===== config.mk =====
export PLATFORM = sky130hd
export DESIGN_NAME = fli_top
export DESIGN_NICKNAME = d
export VERILOG_FILES = /design/src/rtl/fli_pkg.sv /design/src/rtl/fli_seq_if.sv /design/src/rtl/fli_prog_seq.sv /design/src/rtl/fli_top.sv
export SDC_FILE = /design/constraint.sdc
export NUM_CORES = 1
export LEC_CHECK = 0
export ABC_AREA = 1
export BUFFER_PORTS_ARGS = -buffer_cell sky130_fd_sc_hd__buf_2
export CAP_MARGIN = 20
export CORE_AREA = 4 4 132 134
export CTS_BUF_LIST = sky130_fd_sc_hd__clkbuf_2 sky130_fd_sc_hd__clkbuf_4 sky130_fd_sc_hd__clkbuf_8
export DETAILED_ROUTE_END_ITERATION = 7
export DIE_AREA = 0 0 136 138
export PLACE_DENSITY = 0.62
export SLEW_MARGIN = 20
export SYNTH_ARGS = -nofsm -noshare
export SYNTH_HDL_FRONTEND = slang
export SYNTH_SLANG_ARGS = --single-unit

===== constraint.sdc =====
create_clock -name clk_i -period 1.6 [get_ports clk_i]
set_input_delay 0 -clock clk_i [delete_from_list [all_inputs] [get_ports clk_i]]
set_output_delay 0 -clock clk_i [all_outputs]
set_load 0.02 [all_outputs]

===== src/rtl/fli_pkg.sv =====
// Package: register map, fields, keys and sizes of the flash lock and programming block
package fli_pkg;
  // Register indices; the byte address on the bus is four times the index
  localparam logic [7:0] FLI_IDX_LOCK_RANGE = 8'h47;
  localparam logic [7:0] FLI_IDX_PROTECT_CONTROL = 8'h48;
  localparam logic [7:0] FLI_IDX_PROG_CONTROL = 8'h4d;
  localparam logic [7:0] FLI_IDX_PROG_ADDR_LOW = 8'h4e;
  localparam logic [7:0] FLI_IDX_PROG_ADDR_HIGH = 8'h4f;
  localparam logic [7:0] FLI_IDX_FLASH_KEY_REG = 8'h50;
  localparam logic [7:0] FLI_IDX_STATUS = 8'h51;
  // Field positions
  localparam int FLI_POS_PROTECT_ARM = 0;
  localparam int FLI_POS_IAP_ENABLE = 0;
  localparam int FLI_POS_TABLE_WRITE_OPTION = 6;
  localparam int FLI_POS_SEL_LOW = 0;
  // Reset values
  localparam logic [7:0] FLI_RST_BYTE = 8'h00;
  localparam logic [2:0] FLI_RST_ADDR_LOW = 3'h0;
  localparam logic [3:0] FLI_RST_ADDR_HIGH = 4'h0;
  // Keys written to the flash key register
  localparam logic [7:0] FLI_KEY_PROTECT = 8'hc5;
  localparam logic [7:0] FLI_KEY_IAP = 8'hb4;
  // Sizes
  localparam int FLI_FLASH_AW = 12;
  localparam int FLI_LOCK_UNIT_SHIFT = 7;
  localparam int FLI_BLOCK_SHIFT = 5;
  localparam logic [4:0] FLI_BLOCK_LAST = 5'h1f;
  localparam int FLI_BLOCK_WORDS = 32;
  // Sequencer states, one-hot
  typedef enum logic [2:0] {
    FLI_SEQ_IDLE = 3'b001,
    FLI_SEQ_RUN = 3'b010,
    FLI_SEQ_DRAIN = 3'b100
  } fli_seq_state_t;
endpackage


===== src/rtl/fli_seq_if.sv =====
// Interface: handshake between lock controller and block programming sequencer
`timescale 1ns/1ps
`default_nettype none
interface fli_seq_if;
  logic start;
  logic [fli_pkg::FLI_FLASH_AW-1:0] base;
  logic busy;
  logic done;
  modport ctl (output start, output base, input busy, input done);
  modport seq (input start, input base, output busy, output done);
endinterface
`default_nettype wire


===== src/rtl/fli_prog_seq.sv =====
// Block programming sequencer: copies one 32-word RAM block into flash
`timescale 1ns/1ps
`default_nettype none
module fli_prog_seq #(
  parameter int DW = 16
) (
  input wire logic clk_i,
  input wire logic rst_n_i,
  input wire logic ce_i,
  fli_seq_if.seq sif,
  output logic [4:0] ram_idx_o,
  input wire logic [DW-1:0] ram_data_i,
  output logic flash_we_o,
  output logic [fli_pkg::FLI_FLASH_AW-1:0] flash_waddr_o,
  output logic [DW-1:0] flash_wdata_o
);
  import fli_pkg::*;

  typedef struct packed {
    fli_seq_state_t st;
    logic [4:0] idx;
    logic [4:0] ridx;
    logic [6:0] base;
    logic we;
    logic [FLI_FLASH_AW-1:0] waddr;
    logic [DW-1:0] wdata;
    logic done;
  } fli_seq_reg_t;

  fli_seq_reg_t s;
  fli_seq_reg_t next_s;

  ////////////////////////////////////////////////////////////////////////////
  always_comb begin
    next_s = s;
    next_s.done = 1'b0;
    next_s.we = 1'b0;
    case (s.st)
      FLI_SEQ_IDLE: begin
        if (sif.start) begin
          next_s.st = FLI_SEQ_RUN;
          next_s.base = sif.base[FLI_FLASH_AW-1:FLI_BLOCK_SHIFT];
          next_s.idx = 5'h00;
          // Word 0 is already on the RAM index, so fetch runs one word ahead
          next_s.ridx = 5'h01;
        end
      end
      FLI_SEQ_RUN: begin
        // RAM word for idx arrives one cycle after its index
        next_s.we = 1'b1;
        next_s.wdata = ram_data_i;
        next_s.waddr = {s.base, s.idx};
        if (s.idx == FLI_BLOCK_LAST) begin
          next_s.st = FLI_SEQ_DRAIN;
        end else begin
          next_s.idx = s.idx + 5'h01;
          next_s.ridx = s.ridx + 5'h01;
        end
      end
      FLI_SEQ_DRAIN: begin
        next_s.done = 1'b1;
        next_s.st = FLI_SEQ_IDLE;
      end
      default: begin
        next_s.st = FLI_SEQ_IDLE;
      end
    endcase
  end

  always_ff @(posedge clk_i or negedge rst_n_i) begin
    if (!rst_n_i) begin
      s <= '{st: FLI_SEQ_IDLE, default: '0};
    end else if (ce_i) begin
      s <= next_s;
    end
  end

  assign sif.busy = (s.st != FLI_SEQ_IDLE);
  assign sif.done = s.done;
  assign ram_idx_o = s.ridx;
  assign flash_we_o = s.we;
  assign flash_waddr_o = s.waddr;
  assign flash_wdata_o = s.wdata;

  ////////////////////////////////////////////////////////////////////////////
  // Checks
  logic [6:0] we_cnt;
  always_ff @(posedge clk_i or negedge rst_n_i) begin
    if (!rst_n_i) begin
      we_cnt <= 7'h00;
    end else if (ce_i) begin
      if (s.done) begin
        we_cnt <= 7'h00;
      end else if (s.we) begin
        we_cnt <= we_cnt + 7'h01;
      end
    end
  end

  AST_BLOCK_32_WORDS: assert property (
    @(posedge clk_i) disable iff (!rst_n_i || !ce_i)
    s.done |-> we_cnt == 7'(FLI_BLOCK_WORDS))
    else $error("block copy did not write 32 words");

  AST_WRITE_IN_BLOCK: assert property (
    @(posedge clk_i) disable iff (!rst_n_i || !ce_i)
    (sif.start && s.st == FLI_SEQ_IDLE) |-> ##2 flash_we_o &&
      flash_waddr_o == {$past(sif.base[FLI_FLASH_AW-1:FLI_BLOCK_SHIFT], 2), 5'h00})
    else $error("first programmed word not at aligned block base");
endmodule
`default_nettype wire


===== src/rtl/fli_top.sv =====
// Flash lock and in-application programming controller with Wishbone registers
//
// Notes on behaviour
// - Table access from code inside the locked region may reach all flash.
// - Table access from code outside the locked region reaches unlocked flash only.
// - Each unit of the lock range value covers 128 flash words.
// - Table writes program flash only when the table write option is set.
// - Programming copies a 32-word RAM block into flash per operation.
// - Programming address bits 0 to 4 read as zero; targets are block aligned.
// - Target address is eight low bits plus four high bits, loaded by software.
// - Table write option is bit 6 of a code option word, default off.
`timescale 1ns/1ps
`default_nettype none
module fli_top #(
  parameter int DW = 16
) (
  input wire logic clk_i,
  input wire logic rst_n_i,
  input wire logic ce_i,
  // Wishbone classic slave
  input wire logic wb_cyc_i,
  input wire logic wb_stb_i,
  input wire logic wb_we_i,
  input wire logic [9:0] wb_adr_i,
  input wire logic [3:0] wb_sel_i,
  input wire logic [31:0] wb_dat_i,
  output logic [31:0] wb_dat_o,
  output logic wb_ack_o,
  // Code option word holding the table write option
  input wire logic [15:0] code_opt_i,
  // Table access request from the core
  input wire logic tab_req_i,
  input wire logic tab_wr_i,
  input wire logic [fli_pkg::FLI_FLASH_AW-1:0] tab_pc_i,
  input wire logic [fli_pkg::FLI_FLASH_AW-1:0] tab_addr_i,
  output logic tab_ok_o,
  output logic tab_deny_o,
  output logic flash_rd_o,
  output logic [fli_pkg::FLI_FLASH_AW-1:0] flash_raddr_o,
  // Block programming path
  output logic [4:0] ram_idx_o,
  input wire logic [DW-1:0] ram_data_i,
  output logic flash_we_o,
  output logic [fli_pkg::FLI_FLASH_AW-1:0] flash_waddr_o,
  output logic [DW-1:0] flash_wdata_o,
  output logic prog_busy_o
);
  import fli_pkg::*;

  typedef struct packed {
    logic [7:0] lock_range;
    logic protect_arm_bit;
    logic in_app_prog_enable;
    logic [2:0] addr_low;
    logic [3:0] addr_high;
    logic lock_on;
    logic iap_key;
    logic ack;
    logic [7:0] rdata;
    logic ok;
    logic deny;
    logic rd;
    logic [FLI_FLASH_AW-1:0] raddr;
    logic start;
    logic busy;
  } fli_top_reg_t;

  fli_top_reg_t s;
  fli_top_reg_t next_s;
  fli_seq_if sif ();

  // True when a flash word lies below the end of the locked region
  function automatic logic in_locked(input logic [FLI_FLASH_AW-1:0] a,
                                     input logic [7:0] range);
    in_locked = {3'h0, a} < {range, 7'h00};
  endfunction

  logic [FLI_FLASH_AW-1:0] prog_addr;
  logic wb_hit;
  logic wb_wr;
  logic [7:0] wb_idx;
  logic pc_locked;
  logic tgt_locked;
  logic rd_allowed;
  logic wr_allowed;

  assign prog_addr = {s.addr_high, s.addr_low, 5'h00};
  assign wb_hit = wb_cyc_i && wb_stb_i && !s.ack;
  assign wb_wr = wb_hit && wb_we_i && wb_sel_i[FLI_POS_SEL_LOW];
  assign wb_idx = wb_adr_i[9:2];
  assign pc_locked = in_locked(tab_pc_i, s.lock_range);
  assign rd_allowed = !s.lock_on || pc_locked || !in_locked(tab_addr_i, s.lock_range);
  assign tgt_locked = in_locked(prog_addr, s.lock_range);
  assign wr_allowed = code_opt_i[FLI_POS_TABLE_WRITE_OPTION] && s.in_app_prog_enable &&
                      s.iap_key && !sif.busy && !s.start &&
                      (!s.lock_on || pc_locked || !tgt_locked);

  ////////////////////////////////////////////////////////////////////////////
  always_comb begin
    next_s = s;
    next_s.ack = wb_hit;
    next_s.ok = 1'b0;
    next_s.deny = 1'b0;
    next_s.rd = 1'b0;
    next_s.start = 1'b0;
    next_s.busy = sif.busy || s.start;
    // Table access from the core
    if (tab_req_i) begin
      if (!tab_wr_i) begin
        next_s.ok = rd_allowed;
        next_s.deny = !rd_allowed;
        next_s.rd = rd_allowed;
        next_s.raddr = tab_addr_i;
      end else begin
        // Key is single use
        next_s.ok = wr_allowed;
        next_s.deny = !wr_allowed;
        next_s.start = wr_allowed;
        next_s.iap_key = 1'b0;
      end
    end
    // Register reads
    next_s.rdata = 8'h00;
    if (wb_hit && !wb_we_i) begin
      case (wb_idx)
        FLI_IDX_LOCK_RANGE: next_s.rdata = s.lock_range;
        FLI_IDX_PROTECT_CONTROL: next_s.rdata = {7'h00, s.protect_arm_bit};
        FLI_IDX_PROG_CONTROL: next_s.rdata = {7'h00, s.in_app_prog_enable};
        FLI_IDX_PROG_ADDR_LOW: next_s.rdata = {s.addr_low, 5'h00};
        FLI_IDX_PROG_ADDR_HIGH: next_s.rdata = {4'h0, s.addr_high};
        FLI_IDX_STATUS: next_s.rdata = {5'h00, s.busy, s.iap_key, s.lock_on};
        default: next_s.rdata = 8'h00;
      endcase
    end
    // Register writes; a key written in the same cycle as a table write wins
    if (wb_wr) begin
      case (wb_idx)
        FLI_IDX_LOCK_RANGE: next_s.lock_range = wb_dat_i[7:0];
        FLI_IDX_PROTECT_CONTROL: next_s.protect_arm_bit = wb_dat_i[FLI_POS_PROTECT_ARM];
        FLI_IDX_PROG_CONTROL: next_s.in_app_prog_enable = wb_dat_i[FLI_POS_IAP_ENABLE];
        FLI_IDX_PROG_ADDR_LOW: next_s.addr_low = wb_dat_i[7:5];
        FLI_IDX_PROG_ADDR_HIGH: next_s.addr_high = wb_dat_i[3:0];
        FLI_IDX_FLASH_KEY_REG: begin
          if (wb_dat_i[7:0] == FLI_KEY_PROTECT && s.protect_arm_bit) begin
            next_s.lock_on = 1'b1;
          end
          if (wb_dat_i[7:0] == FLI_KEY_IAP && s.in_app_prog_enable) begin
            next_s.iap_key = 1'b1;
          end
        end
        default: begin
        end
      endcase
    end
  end

  always_ff @(posedge clk_i or negedge rst_n_i) begin
    if (!rst_n_i) begin
      s <= '{lock_range: FLI_RST_BYTE, addr_low: FLI_RST_ADDR_LOW,
             addr_high: FLI_RST_ADDR_HIGH, raddr: '0, rdata: FLI_RST_BYTE, default: 1'b0};
    end else if (ce_i) begin
      s <= next_s;
    end
  end

  ////////////////////////////////////////////////////////////////////////////
  assign sif.start = s.start;
  assign sif.base = prog_addr;

  fli_prog_seq #(
    .DW(DW)
  ) u_seq (
    .clk_i(clk_i),
    .rst_n_i(rst_n_i),
    .ce_i(ce_i),
    .sif(sif),
    .ram_idx_o(ram_idx_o),
    .ram_data_i(ram_data_i),
    .flash_we_o(flash_we_o),
    .flash_waddr_o(flash_waddr_o),
    .flash_wdata_o(flash_wdata_o)
  );

  assign wb_ack_o = s.ack;
  assign wb_dat_o = {24'h000000, s.rdata};
  assign tab_ok_o = s.ok;
  assign tab_deny_o = s.deny;
  assign flash_rd_o = s.rd;
  assign flash_raddr_o = s.raddr;
  assign prog_busy_o = s.busy;

  ////////////////////////////////////////////////////////////////////////////
  // Checks
  AST_WB_ACK_SINGLE: assert property (
    @(posedge clk_i) disable iff (!rst_n_i || !ce_i)
    wb_ack_o |=> !wb_ack_o)
    else $error("ack held for more than one cycle");

  AST_LOCKED_PC_READS_ALL: assert property (
    @(posedge clk_i) disable iff (!rst_n_i || !ce_i)
    (tab_req_i && !tab_wr_i && in_locked(tab_pc_i, s.lock_range))
      |=> tab_ok_o && flash_rd_o && flash_raddr_o == $past(tab_addr_i))
    else $error("read from locked code refused");

  AST_OUTSIDE_PC_DENIED: assert property (
    @(posedge clk_i) disable iff (!rst_n_i || !ce_i)
    (tab_req_i && s.lock_on && !in_locked(tab_pc_i, s.lock_range) &&
      (tab_wr_i ? in_locked(prog_addr, s.lock_range) : in_locked(tab_addr_i, s.lock_range)))
      |=> tab_deny_o && !tab_ok_o && !flash_rd_o)
    else $error("outside code reached locked flash");

  AST_WRITE_NEEDS_OPTION: assert property (
    @(posedge clk_i) disable iff (!rst_n_i || !ce_i)
    (tab_req_i && tab_wr_i && !code_opt_i[FLI_POS_TABLE_WRITE_OPTION])
      |=> tab_deny_o && !tab_ok_o && !sif.start)
    else $error("table write ran with option off");

  AST_WRITE_NEEDS_KEY: assert property (
    @(posedge clk_i) disable iff (!rst_n_i || !ce_i)
    (tab_req_i && tab_wr_i && (!s.iap_key || !s.in_app_prog_enable)) |=> !sif.start)
    else $error("table write started without enable and key");

  AST_ADDR_LOW_READS_ZERO: assert property (
    @(posedge clk_i) disable iff (!rst_n_i || !ce_i)
    (wb_hit && !wb_we_i && wb_idx == FLI_IDX_PROG_ADDR_LOW) |=> wb_ack_o && wb_dat_o[4:0] == 5'h00)
    else $error("low programming address bits not zero");
endmodule
`default_nettype wire


# Yosys cells after proc, flatten, opt, wreduce, memory -nomap -nowiden

Index checks and enable logic that the tools add are counted.

Flip-flop bits (word level): 94
Latch bits: 0
Memory bits (writable): 0
Bits in read-only memories: 0
Input port bits: 110
Output and inout bits: 83
Logic and storage cells: 98
Memories: 0

$add $sub $neg: 2
$mul: 0
Divide/modulo/power cells: 0
$lt $le $gt $ge: 3
Eq/ne operators: 16
Shift-type cells: 0
Multiplexer cells: 17
Bitwise gates (word level): 1
Reductions and logical operators: 37

Operator list:

| cell                                           | number |
|---|---|
| == test 8 x 7 -> 1 bit (second input constant) | 7 |
| one-hot mux 8 bit (6 select lines)             | 1 |
| < comparator 12 x 15 -> 1 bit                  | 3 |
| two-way mux 29 bit                             | 1 |
| AND reduction 3 bit                            | 8 |
| two-way mux 20 bit                             | 1 |
| one-hot mux 10 bit (2 select lines)            | 1 |
| == test 8 bit (second input constant)          | 2 |
| two-way mux 16 bit                             | 1 |
| two-way mux 13 bit                             | 1 |
| logical AND 1 bit                              | 12 |
| adder 5 x 1 -> 5 bit (second input constant)   | 2 |
| two-way mux 10 bit                             | 1 |
| logical NOT 1 bit                              | 9 |
| two-way mux 8 bit                              | 1 |
| AND reduction 4 bit                            | 2 |
| two-way mux 1 bit                              | 6 |
| one-hot mux 3 bit (2 select lines)             | 1 |
| == test 5 bit (second input constant)          | 1 |
| logical OR 1 bit                               | 4 |
| != test 2 bit (second input constant)          | 2 |
| == test 3 x 1 -> 1 bit (second input constant) | 1 |
| == test 3 x 2 -> 1 bit (second input constant) | 1 |
| two-way mux 3 bit                              | 1 |
| 6 further kinds                                | 6 |

# Depth between registers and ports, before layout

Gate-level depths: netlist of the first run.

Word-level depth: 8
Gate-level depth with buffers: 14
Mapped depth without buffers: 13

# Hierarchy

From an unflattened synthesis of the first run, not the netlist that was laid out.

Cells, all modules: 655
Area, all modules: 5243.8 µm²

By module, submodules not included:

| module       | instances | cells each | area each (µm²) | sequential area each (µm²) |
|---|---|---|---|---|
| fli_top      | 1         | 363        | 2790.2          | 1126.1 |
| fli_prog_seq | 1         | 292        | 2453.6          | 1252.5 |

# Least setup slack after synthesis of the first run

No wires, ideal clock.

Kind: register to register
Start point: reg u_seq.s[42] (netlist name)
End point: reg u_seq.s[32] (netlist bit)
Library setup time: 0.118 ns
Data arrival time: 1.614 ns
Required time: 1.482 ns
Path slack: -0.132 ns
Stages on the path, launching flop included: 14
Path buffers: 1
Period minus slack after synthesis: 1.732 ns
Path through: dfrtp_1 > ha_1 > nand2_1 > nor2_1 > ha_1 > inv_1 > nand2_1 > nand2_1 > nand2_2 > nor2_2 > inv_2 > buf_6 > nand2_1 > o21ai_2

RTL lines:

| what                   | line               | source |
|---|---|---|
| end signal: assignment | fli_prog_seq.sv:74 | `s <= next_s;` |
| end: declaration       | fli_prog_seq.sv:30 | `fli_seq_reg_t s;` |

# Worst setup path after layout of the first run

Start point: reg u_seq.s[42] (netlist bit)
End point: reg u_seq.s, in the netlist u_seq.ram_idx_o[3]

Longest elaborated chain between the ends: 3

RTL lines:

| what                                 | line               | source |
|---|---|---|
| == test 5 bit                        | fli_prog_seq.sv:53 | `if (s.idx == FLI_BLOCK_LAST) begin` |
| != test 2 bit (no source line)       | n/a                |  |
| AND reduction 4 bit (no source line) | n/a                |  |

Every way passes these cells.
A chain may end at the register's enable or synchronous reset.

==> key figures, run 1 <==
Run status
  – Outcome: complete, but fails checks
  – Failing checks: negative setup slack

Floorplan
  – I/O pin cnt: 193
  – Starting Density: 0.3049
  – Die X: 136 µm
  – DIE HEIGHT: 138 µm
  – Row count: 47
  – Die area: 0.01877 mm²
  – CORE AREA: 0.01629 mm²

Finish
  – Number of diodes: 0
  – Register area: 0.002354 mm²
  – Final nets: 845
  – Multi-input logic area: 0.001988 mm²
  – Layout cells sized above 1: 0.3490
  – Area Overhead vs Synth: 29.55%
  – Util after Layout: 0.3950
  – Fillers: ~1700

Place
  – Place WS: -0.1580 ns
  – Final HPWL DP: 9.024 mm
  – Port Buffers: roughly 120
  – GPL Wtd Cong: ~0.79

Drt
  – Routed vias/inst: roughly 4.2
  – DRT Pass-1 Iters: 4
  – # DRC: 0
  – ANT nets after route: 0
  – Initial DRC count: 185
  – WL/cell: 12.93 µm
  – Via count: 3943
  – DRT Wirelength: approximately 12 mm

Critical path
  – WS Path Type: register to register
  – Required @ worst endpoint: 1.87 ns
  – Endpoint type of the worst setup path: register
  – R2R Setup Slk: -0.19 ns
  – Arrival time worst endpoint: slightly above 2 ns
  – RR Startpoint: u_seq.s[42]
  – Worst-path fanout max: 13
  – Worst Setup Start Kind: register
  – RR Endpoint: u_seq.ram_idx_o[3]
  – Reg2Reg Depth: 13

Clock tree
  – CTS buffer count: 9
  – Clock slew at reported path FFs: around 0.1 ns
  – CTS Root Cell: clkbuf_8
  – Skew-Pair Late Insertion Delay: 0.38 ns
  – Max Buffers Root-to-Sink: 2
  – TritonCTS clock tree: built
  – CTS sink cnt: 94
  – # H-tree levels: 3

Synthesis
  – Dominant synthesized flop cell: dfrtp_1
  – Most frequent cell after synthesis: nand2_1
  – Share of the synthesized area in the top cell type: 0.4686
  – FFs w/ async S/R, synth: 1.000
  – Yosys reg bits: 94
  – Synth area leader: dfrtp_1
  – Post-Syn Area: 0.004966 mm²
  – Most instantiated cells after synthesis: nand2_1, dfrtp_1, buf_4, inv_1, o21ai_0
  – Post-synth EDFFs: 0
  – Gate count of the mapped netlist: 571
  – Ys Warns: 0
  – Sequential share of the synthesized area: 0.4739
  – Synth area leaders: dfrtp_1, nand2_1, buf_4, mux2_2, inv_1
  – Syn Area/Cell: 8.697 µm²
  – Distinct cells, synth: 34

STA
  – RSZ-0062 raised after global routing: true
  – Max Slew Vio Count: 0
  – Fin. Hold Viols: 0
  – Final setup vio count: 18
  – Worst setup margin: -0.1853 ns
  – Max Fclk: 560.1 MHz
  – Tcrit/Tclk final: 1.116
  – TNS Setup: -2.303 ns
  – Crit path time final: 1.785 ns
  – Hold Slack: 0.02076 ns
  – Clock skew: 0.01356 ns

Pwr
  – Clk pwr share: 0.218
  – PwrDens: 1072 mW/mm²
  – Maximum VDD drop: slightly above 0.5 mV
  – Leakage: 0.003433 µW
  – Combinational power share: 0.343
  – Total power: a little under 7000 µW
  – Switching power total: 2479 µW
  – Seq pwr share: 0.439
  – Switching part of the total power: 0.3595
  – Pint: 4416 µW

Global routing
  – Vias in the first global route: 3907
  – Initial antenna violation count: 0
  – GRT Residual Overflow: 0
  – Total track usage: 0.1313
  – Largest net degree at the start of global routing: 45
  – First-pass GRT wire length: 19.40 mm

Hold path
  – WHS Endpoint: sif.start
  – Hold Startpoint: code_opt_i[6]
  – Worst hold path depth: 5
  – Min-Delay Path Class: input port to register

Run
  – Max Cap Viol: 0
logic make-up (layout without fill, tap and decap cells):
kind of cell,count (synthesis),after routing,share of synthesized area
multiplexers,23,23,0.05215
adder cells (fa/ha/maj),15,15,0.03779
AND/OR/NAND/NOR,234,234,0.1983
flip-flops,94,94,0.4739
AO/OA/AOI/OAI,55,55,0.06274
other,1,24,0.0007551
buffers and inverters,149,280,0.1744
worst max-delay path by stage:
stage	startpoint	endpoint	cells after the start	slack [ns]
2_1_floorplan	u_seq.s[43]	u_seq.s[32]	13	-0.05
3_3_place_gp	u_seq.s[43]	u_seq.ram_idx_o[4]	13	-0.10
3_5_place_dp	u_seq.s[43]	u_seq.ram_idx_o[4]	14	-0.16
4_1_cts	u_seq.s[42]	u_seq.ram_idx_o[4]	14	-0.13
5_1_grt	u_seq.s[42]	u_seq.ram_idx_o[4]	14	-0.33
6_report	u_seq.s[42]	u_seq.ram_idx_o[3]	13	-0.19
layer usage:
layer | up-vias | track usage | part of all wire | routed length [µm]
met4 | 0 | 0.04509 | 0.021 | 257
li1 | 2022 | - | - | -
met5 | - | 0 | 0 | 0
met1 | 1798 | 0.1604 | 0.44 | 5336
met3 | 19 | 0.03670 | 0.059 | 719
met2 | 104 | 0.2214 | 0.48 | 5907
timing repair:
item | CTS | global route
cloned | 1 | 0
gates resized for setup | 20 | 30
pin swaps | 5 | 11
setup buffers | 2 | 7
setup endpoints to repair | 20 | 46
hold endpoints to repair | 137 | 0
hold buffers | 40 | 0
power groups by stage:
stage                     combinational, µW  clock [µW]  sequential [µW]
final                                  2360        1500             3030
after global routing                   2580        1640             3080
after CTS                              2320        1570             3030
after detailed placement               2060           0             3070
after global placement                 2030           0             3050
after floorplan                        1730           0             3060
stage by stage:
step / instance area, µm² / instances
3_3_place_gp: 5604 / 880
2_1_floorplan: 5065 / 594
6_report: 6434 / 945
5_1_grt: 6434 / 945
4_1_cts: 6302 / 939
3_5_place_dp: 5604 / 880
worst max-delay path: stages (launching register included):
cell	delay (ns)
dfrtp_1	0.39
ha_2	0.20
nand2_2	0.07
nor2_2	0.04
ha_2	0.16
inv_2	0.05
nand2_2	0.06
nand2_2	0.09
nand2_4	0.07
buf_12	0.14
nor2_4	0.13
clkinv_4	0.13
o21ai_0	0.10
a21oi_1	0.06
area by class of cell:
class	count	area share
Timing Repair Buffer	201	0.2159
Inverter	63	0.03812
Sequential cell	94	0.3658
Clock buffer	11	0.02159
Tap cell	220	0.04278
Multi-Input combinational cell	351	0.3090
Clock inverter	5	0.006807
layout by cell type (no fill, tap or decap), drive strengths merged:
master,count
inv,62
nand3,18
dfstp,1
nand4,6
o22ai,1
a22o,1
a32o,1
clkbuf,11
a21o,1
o311ai,1
o211ai,2
a21oi,10
ha,15
o21ai,37
nor2,20
conb,24
dfrtp,93
mux2,23
buf,161
nand2,171
nor3b,4
dlygate4sd3,40
nor4,1
clkinv,5
clkinvlp,1
nor3,11
o21bai,1
or2,2
and3,1
registers in the layout, summed over array words and instances, names as in the netlist:
register             cells
flash_raddr_o           12
s                       12
u_seq.flash_we_o         1
tab_deny_o               1
sif.start                1
u_seq.ram_idx_o          5
wb_dat_o                 8
u_seq.flash_wdata_o     16
prog_addr                7
wb_ack_o                 1
u_seq.s                 15
prog_busy_o              1
u_seq.flash_waddr_o     12
flash_rd_o               1
tab_ok_o                 1
Note: power is estimated with default switching activity, not from simulation.
==> run 2: changes to the inputs <==
CTS_BUF_LIST = sky130_fd_sc_hd__clkbuf_8   (was sky130_fd_sc_hd__clkbuf_2 sky130_fd_sc_hd__clkbuf_4 sky130_fd_sc_hd__clkbuf_8)
SLEW_MARGIN = not set   (was 20)
==> run 2 against run 1 <==
Against the previous run:
- the flow still finishes with violations (negative setup slack)
- maximum frequency down 0.12%
- routed wire length up 0.16%
- clock skew down 0.00062 ns
- core utilization down 0.069 points
- non-clock buffer count down 1
- critical path depth unchanged
- combinational power about the same
- register-to-register slack about the same
==> key figures, run 2 (synthesis gave the netlist of run 1 again) <==
Run status
  – Outcome: complete, but fails checks
  – Failing checks: negative setup slack

STA
  – Tcrit/Tclk final: 1.117 (+0.001313)
  – Max Fclk: 559.5 MHz (-0.12%)
  – Final setup vio count: 17 (-1)
  – Worst setup margin: -0.1874 ns (-0.002100 ns)
  – Clock skew: 0.01294 ns (-0.0006185 ns)
  – Max Slew Vio Count: 0 (unchanged)
  – RSZ-0062 raised after global routing: true
  – Fin. Hold Viols: 0 (unchanged)
  – Crit path time final: 1.787 ns (+0.002100 ns)

Finish
  – Multi-input logic area: 0.001996 mm² (+0.38%)
  – Number of diodes: 0 (unchanged)
  – Area Overhead vs Synth: 29.33%
  – Layout cells sized above 1: 0.3467 (-0.002280)
  – Util after Layout: 0.3943 (-0.0006910)
  – Register area: 0.002354 mm² (unchanged)
  – Fillers: 1659 (+0.060%)
  – Max reg flops: 16 (unchanged)
  – Commonest non-fill, non-tap cell in the layout: nand2_1
  – Final nets: 844 (-0.12%)
  – Commonest non-fill, non-tap cells in the layout: nand2_1, buf_2, dfrtp_1, inv_1, dlygate4sd3_1

Pwr
  – Switching power total: 2483 µW (+0.17%)
  – Total power: 6838 µW (-0.82%)
  – Combinational power share: 0.343 (about the same)
  – Switching part of the total power: 0.3631 (+0.003603)
  – Leakage: 0.003431 µW (about the same)
  – Clk pwr share: 0.214 (-0.004)
  – Pint: 4355 µW (-1.4%)
  – Seq pwr share: 0.443 (+0.004)
  – Maximum VDD drop: 0.5165 mV (+0.39%)
  – PwrDens: 1065 mW/mm² (-0.65%)

Place
  – Final HPWL DP: 9.024 mm (unchanged)
  – GPL Wtd Cong: 0.7935 (unchanged)
  – Port Buffers: 117 (unchanged)

Critical path
  – Setup crit start: u_seq.s[42]
  – Worst Setup Start Kind: register
  – Endpoint type of the worst setup path: register
  – Slowest CP cell: dfrtp_1
  – CP cell instances: ha_2 > nand2_2 > nor2_2 > ha_2 > inv_2 > nand2_2 > nand2_2 > nand2_4 > buf_12 > nor2_4 > clkinv_4 > o21ai_0 > a21oi_1
  – Most Frequent Cell on Critical Path: nand2_2
  – Reg2Reg Depth: 13 (unchanged)
  – WP buf/inv: 3 (unchanged)
  – Max incr delay on CP: 0.40 ns (about the same)
  – Worst-path fanout max: 13 (unchanged)
  – Arrival time worst endpoint: 2.06 ns (about the same)
  – CP top delay family: simple AND/OR/NAND/NOR gates
  – R2R Setup Slk: -0.19 ns (about the same)
  – WP depth: 13 (unchanged)
  – CP endpoint: u_seq.ram_idx_o[3]
  – Required @ worst endpoint: 1.87 ns (about the same)
  – RR Endpoint: u_seq.ram_idx_o[3]
  – WS Path Type: register to register
  – RR Startpoint: u_seq.s[42]

Hold path
  – Min-Delay Path Class: input port to register

Clock tree
  – CTS Root Cell: clkbuf_8
  – # H-tree levels: 3 (unchanged)
  – TritonCTS clock tree: built
  – CTS buffer count: 9 (unchanged)
  – Skew-Pair Late Insertion Delay: 0.38 ns (about the same)
  – Clock slew at reported path FFs: 0.10 ns (about the same)
  – CTS sink cnt: 94 (unchanged)
  – Max Buffers Root-to-Sink: 2 (unchanged)

Floorplan
  – CORE AREA: 0.01629 mm² (unchanged)
  – Die X: 136 µm (unchanged)
  – Row count: 47 (unchanged)
  – Die area: 0.01877 mm² (unchanged)
  – I/O pin cnt: 193 (unchanged)
  – Starting Density: 0.3049 (unchanged)
  – DIE HEIGHT: 138 µm (unchanged)

Global routing
  – Initial antenna violation count: 0 (unchanged)
  – Total track usage: 0.1310 (-0.0003033)
  – GRT Residual Overflow: 0 (unchanged)
  – Vias in the first global route: 3905 (-0.051%)
  – First-pass GRT wire length: 19.35 mm (-0.25%)
  – Largest net degree at the start of global routing: 45 (unchanged)

Drt
  – Via count: 3941 (-0.051%)
  – ANT nets after route: 0 (unchanged)
  – WL/cell: 12.97 µm (+0.27%)
  – DRT Wirelength: 12.24 mm (+0.16%)
  – # DRC: 0 (unchanged)
  – Routed vias/inst: 4.175 (about the same)
  – DRT Pass-1 Iters: 4 (unchanged)
  – Initial DRC count: 184 (-0.54%)

Run
  – Max Cap Viol: 0 (unchanged)
[run 2: area by class of cell]
class	count	share of cell area
Clock inverter	7	0.007988
Sequential cell	94	0.3665
Timing Repair Buffer	200	0.2145
Inverter	63	0.03818
Clock buffer	9	0.01929
Tap cell	220	0.04286
Multi-Input combinational cell	351	0.3107
[run 2: what timing repair did]
action	CTS	global route
buffers inserted	2	6
pin swaps	5	10
resized for setup	20	31
cloned	1	0
hold buffers	40	0
setup endpoints to repair	20	46
hold endpoints to repair	137	0
[run 2: how the worst min path moves through the flow]
stage / startpoint / slack, ns / cells after the start / to
after global routing: tab_req_i / 0.05 / 5 / flash_rd_o
after global placement: rst_n_i / -0.03 / 1 / u_seq.flash_wdata_o[1]
after floorplan: rst_n_i / -0.30 / 0 / flash_raddr_o[0]
final: code_opt_i[6] / 0.02 / 5 / sif.start
after detailed placement: rst_n_i / -0.02 / 1 / u_seq.flash_wdata_o[1]
after CTS: tab_req_i / 0.02 / 3 / s[26]
[run 2: stage by stage]
stage / worst slack, ns / cell area [µm²] / instances / hold slack (ns) / setup TNS, ns
floorplan: -0.05191 / 5065 / 594 / -0.2956 / -0.2897
global placement: -0.1004 / 5604 / 880 / -0.03001 / -0.4372
detailed placement: -0.1580 / 5604 / 880 / -0.02427 / -1.482
CTS: -0.1339 / 6295 / 939 / 0.02233 / -1.080
global route: -0.3227 / 6422 / 944 / 0.04792 / -4.723
finish: -0.1874 / 6422 / 944 / 0.02147 / -2.208
[run 2: worst reg2reg max path, stage by stage, from the launching register on]
cell and delay [ns]:
dfrtp_1 0.40, ha_2 0.20, nand2_2 0.07, nor2_2 0.04, ha_2 0.16, inv_2 0.05
nand2_2 0.06, nand2_2 0.09, nand2_4 0.07, buf_12 0.14, nor2_4 0.13, clkinv_4 0.13
o21ai_0 0.10, a21oi_1 0.06
[run 2: power by group through the flow]
stage               Clock [µW]  Combinational, µW  Sequential (µW)
detailed placement           0               2060             3070
global route              1590               2560             3080
global placement             0               2030             3050
CTS                       1520               2320             3030
finish                    1460               2350             3030
floorplan                    0               1730             3060
[run 2: per-layer routing]
| layer | vias to the layer above | wire (µm) | part of all wire | global-route usage |
|---|---|---|---|---|
| met5 | - | 0 | 0 | 0 |
| met4 | 0 | 275 | 0.022 | 0.04509 |
| met3 | 22 | 722 | 0.059 | 0.03634 |
| met2 | 109 | 5931 | 0.48 | 0.2209 |
| met1 | 1792 | 5310 | 0.43 | 0.1602 |
| li1 | 2018 | - | - | - |
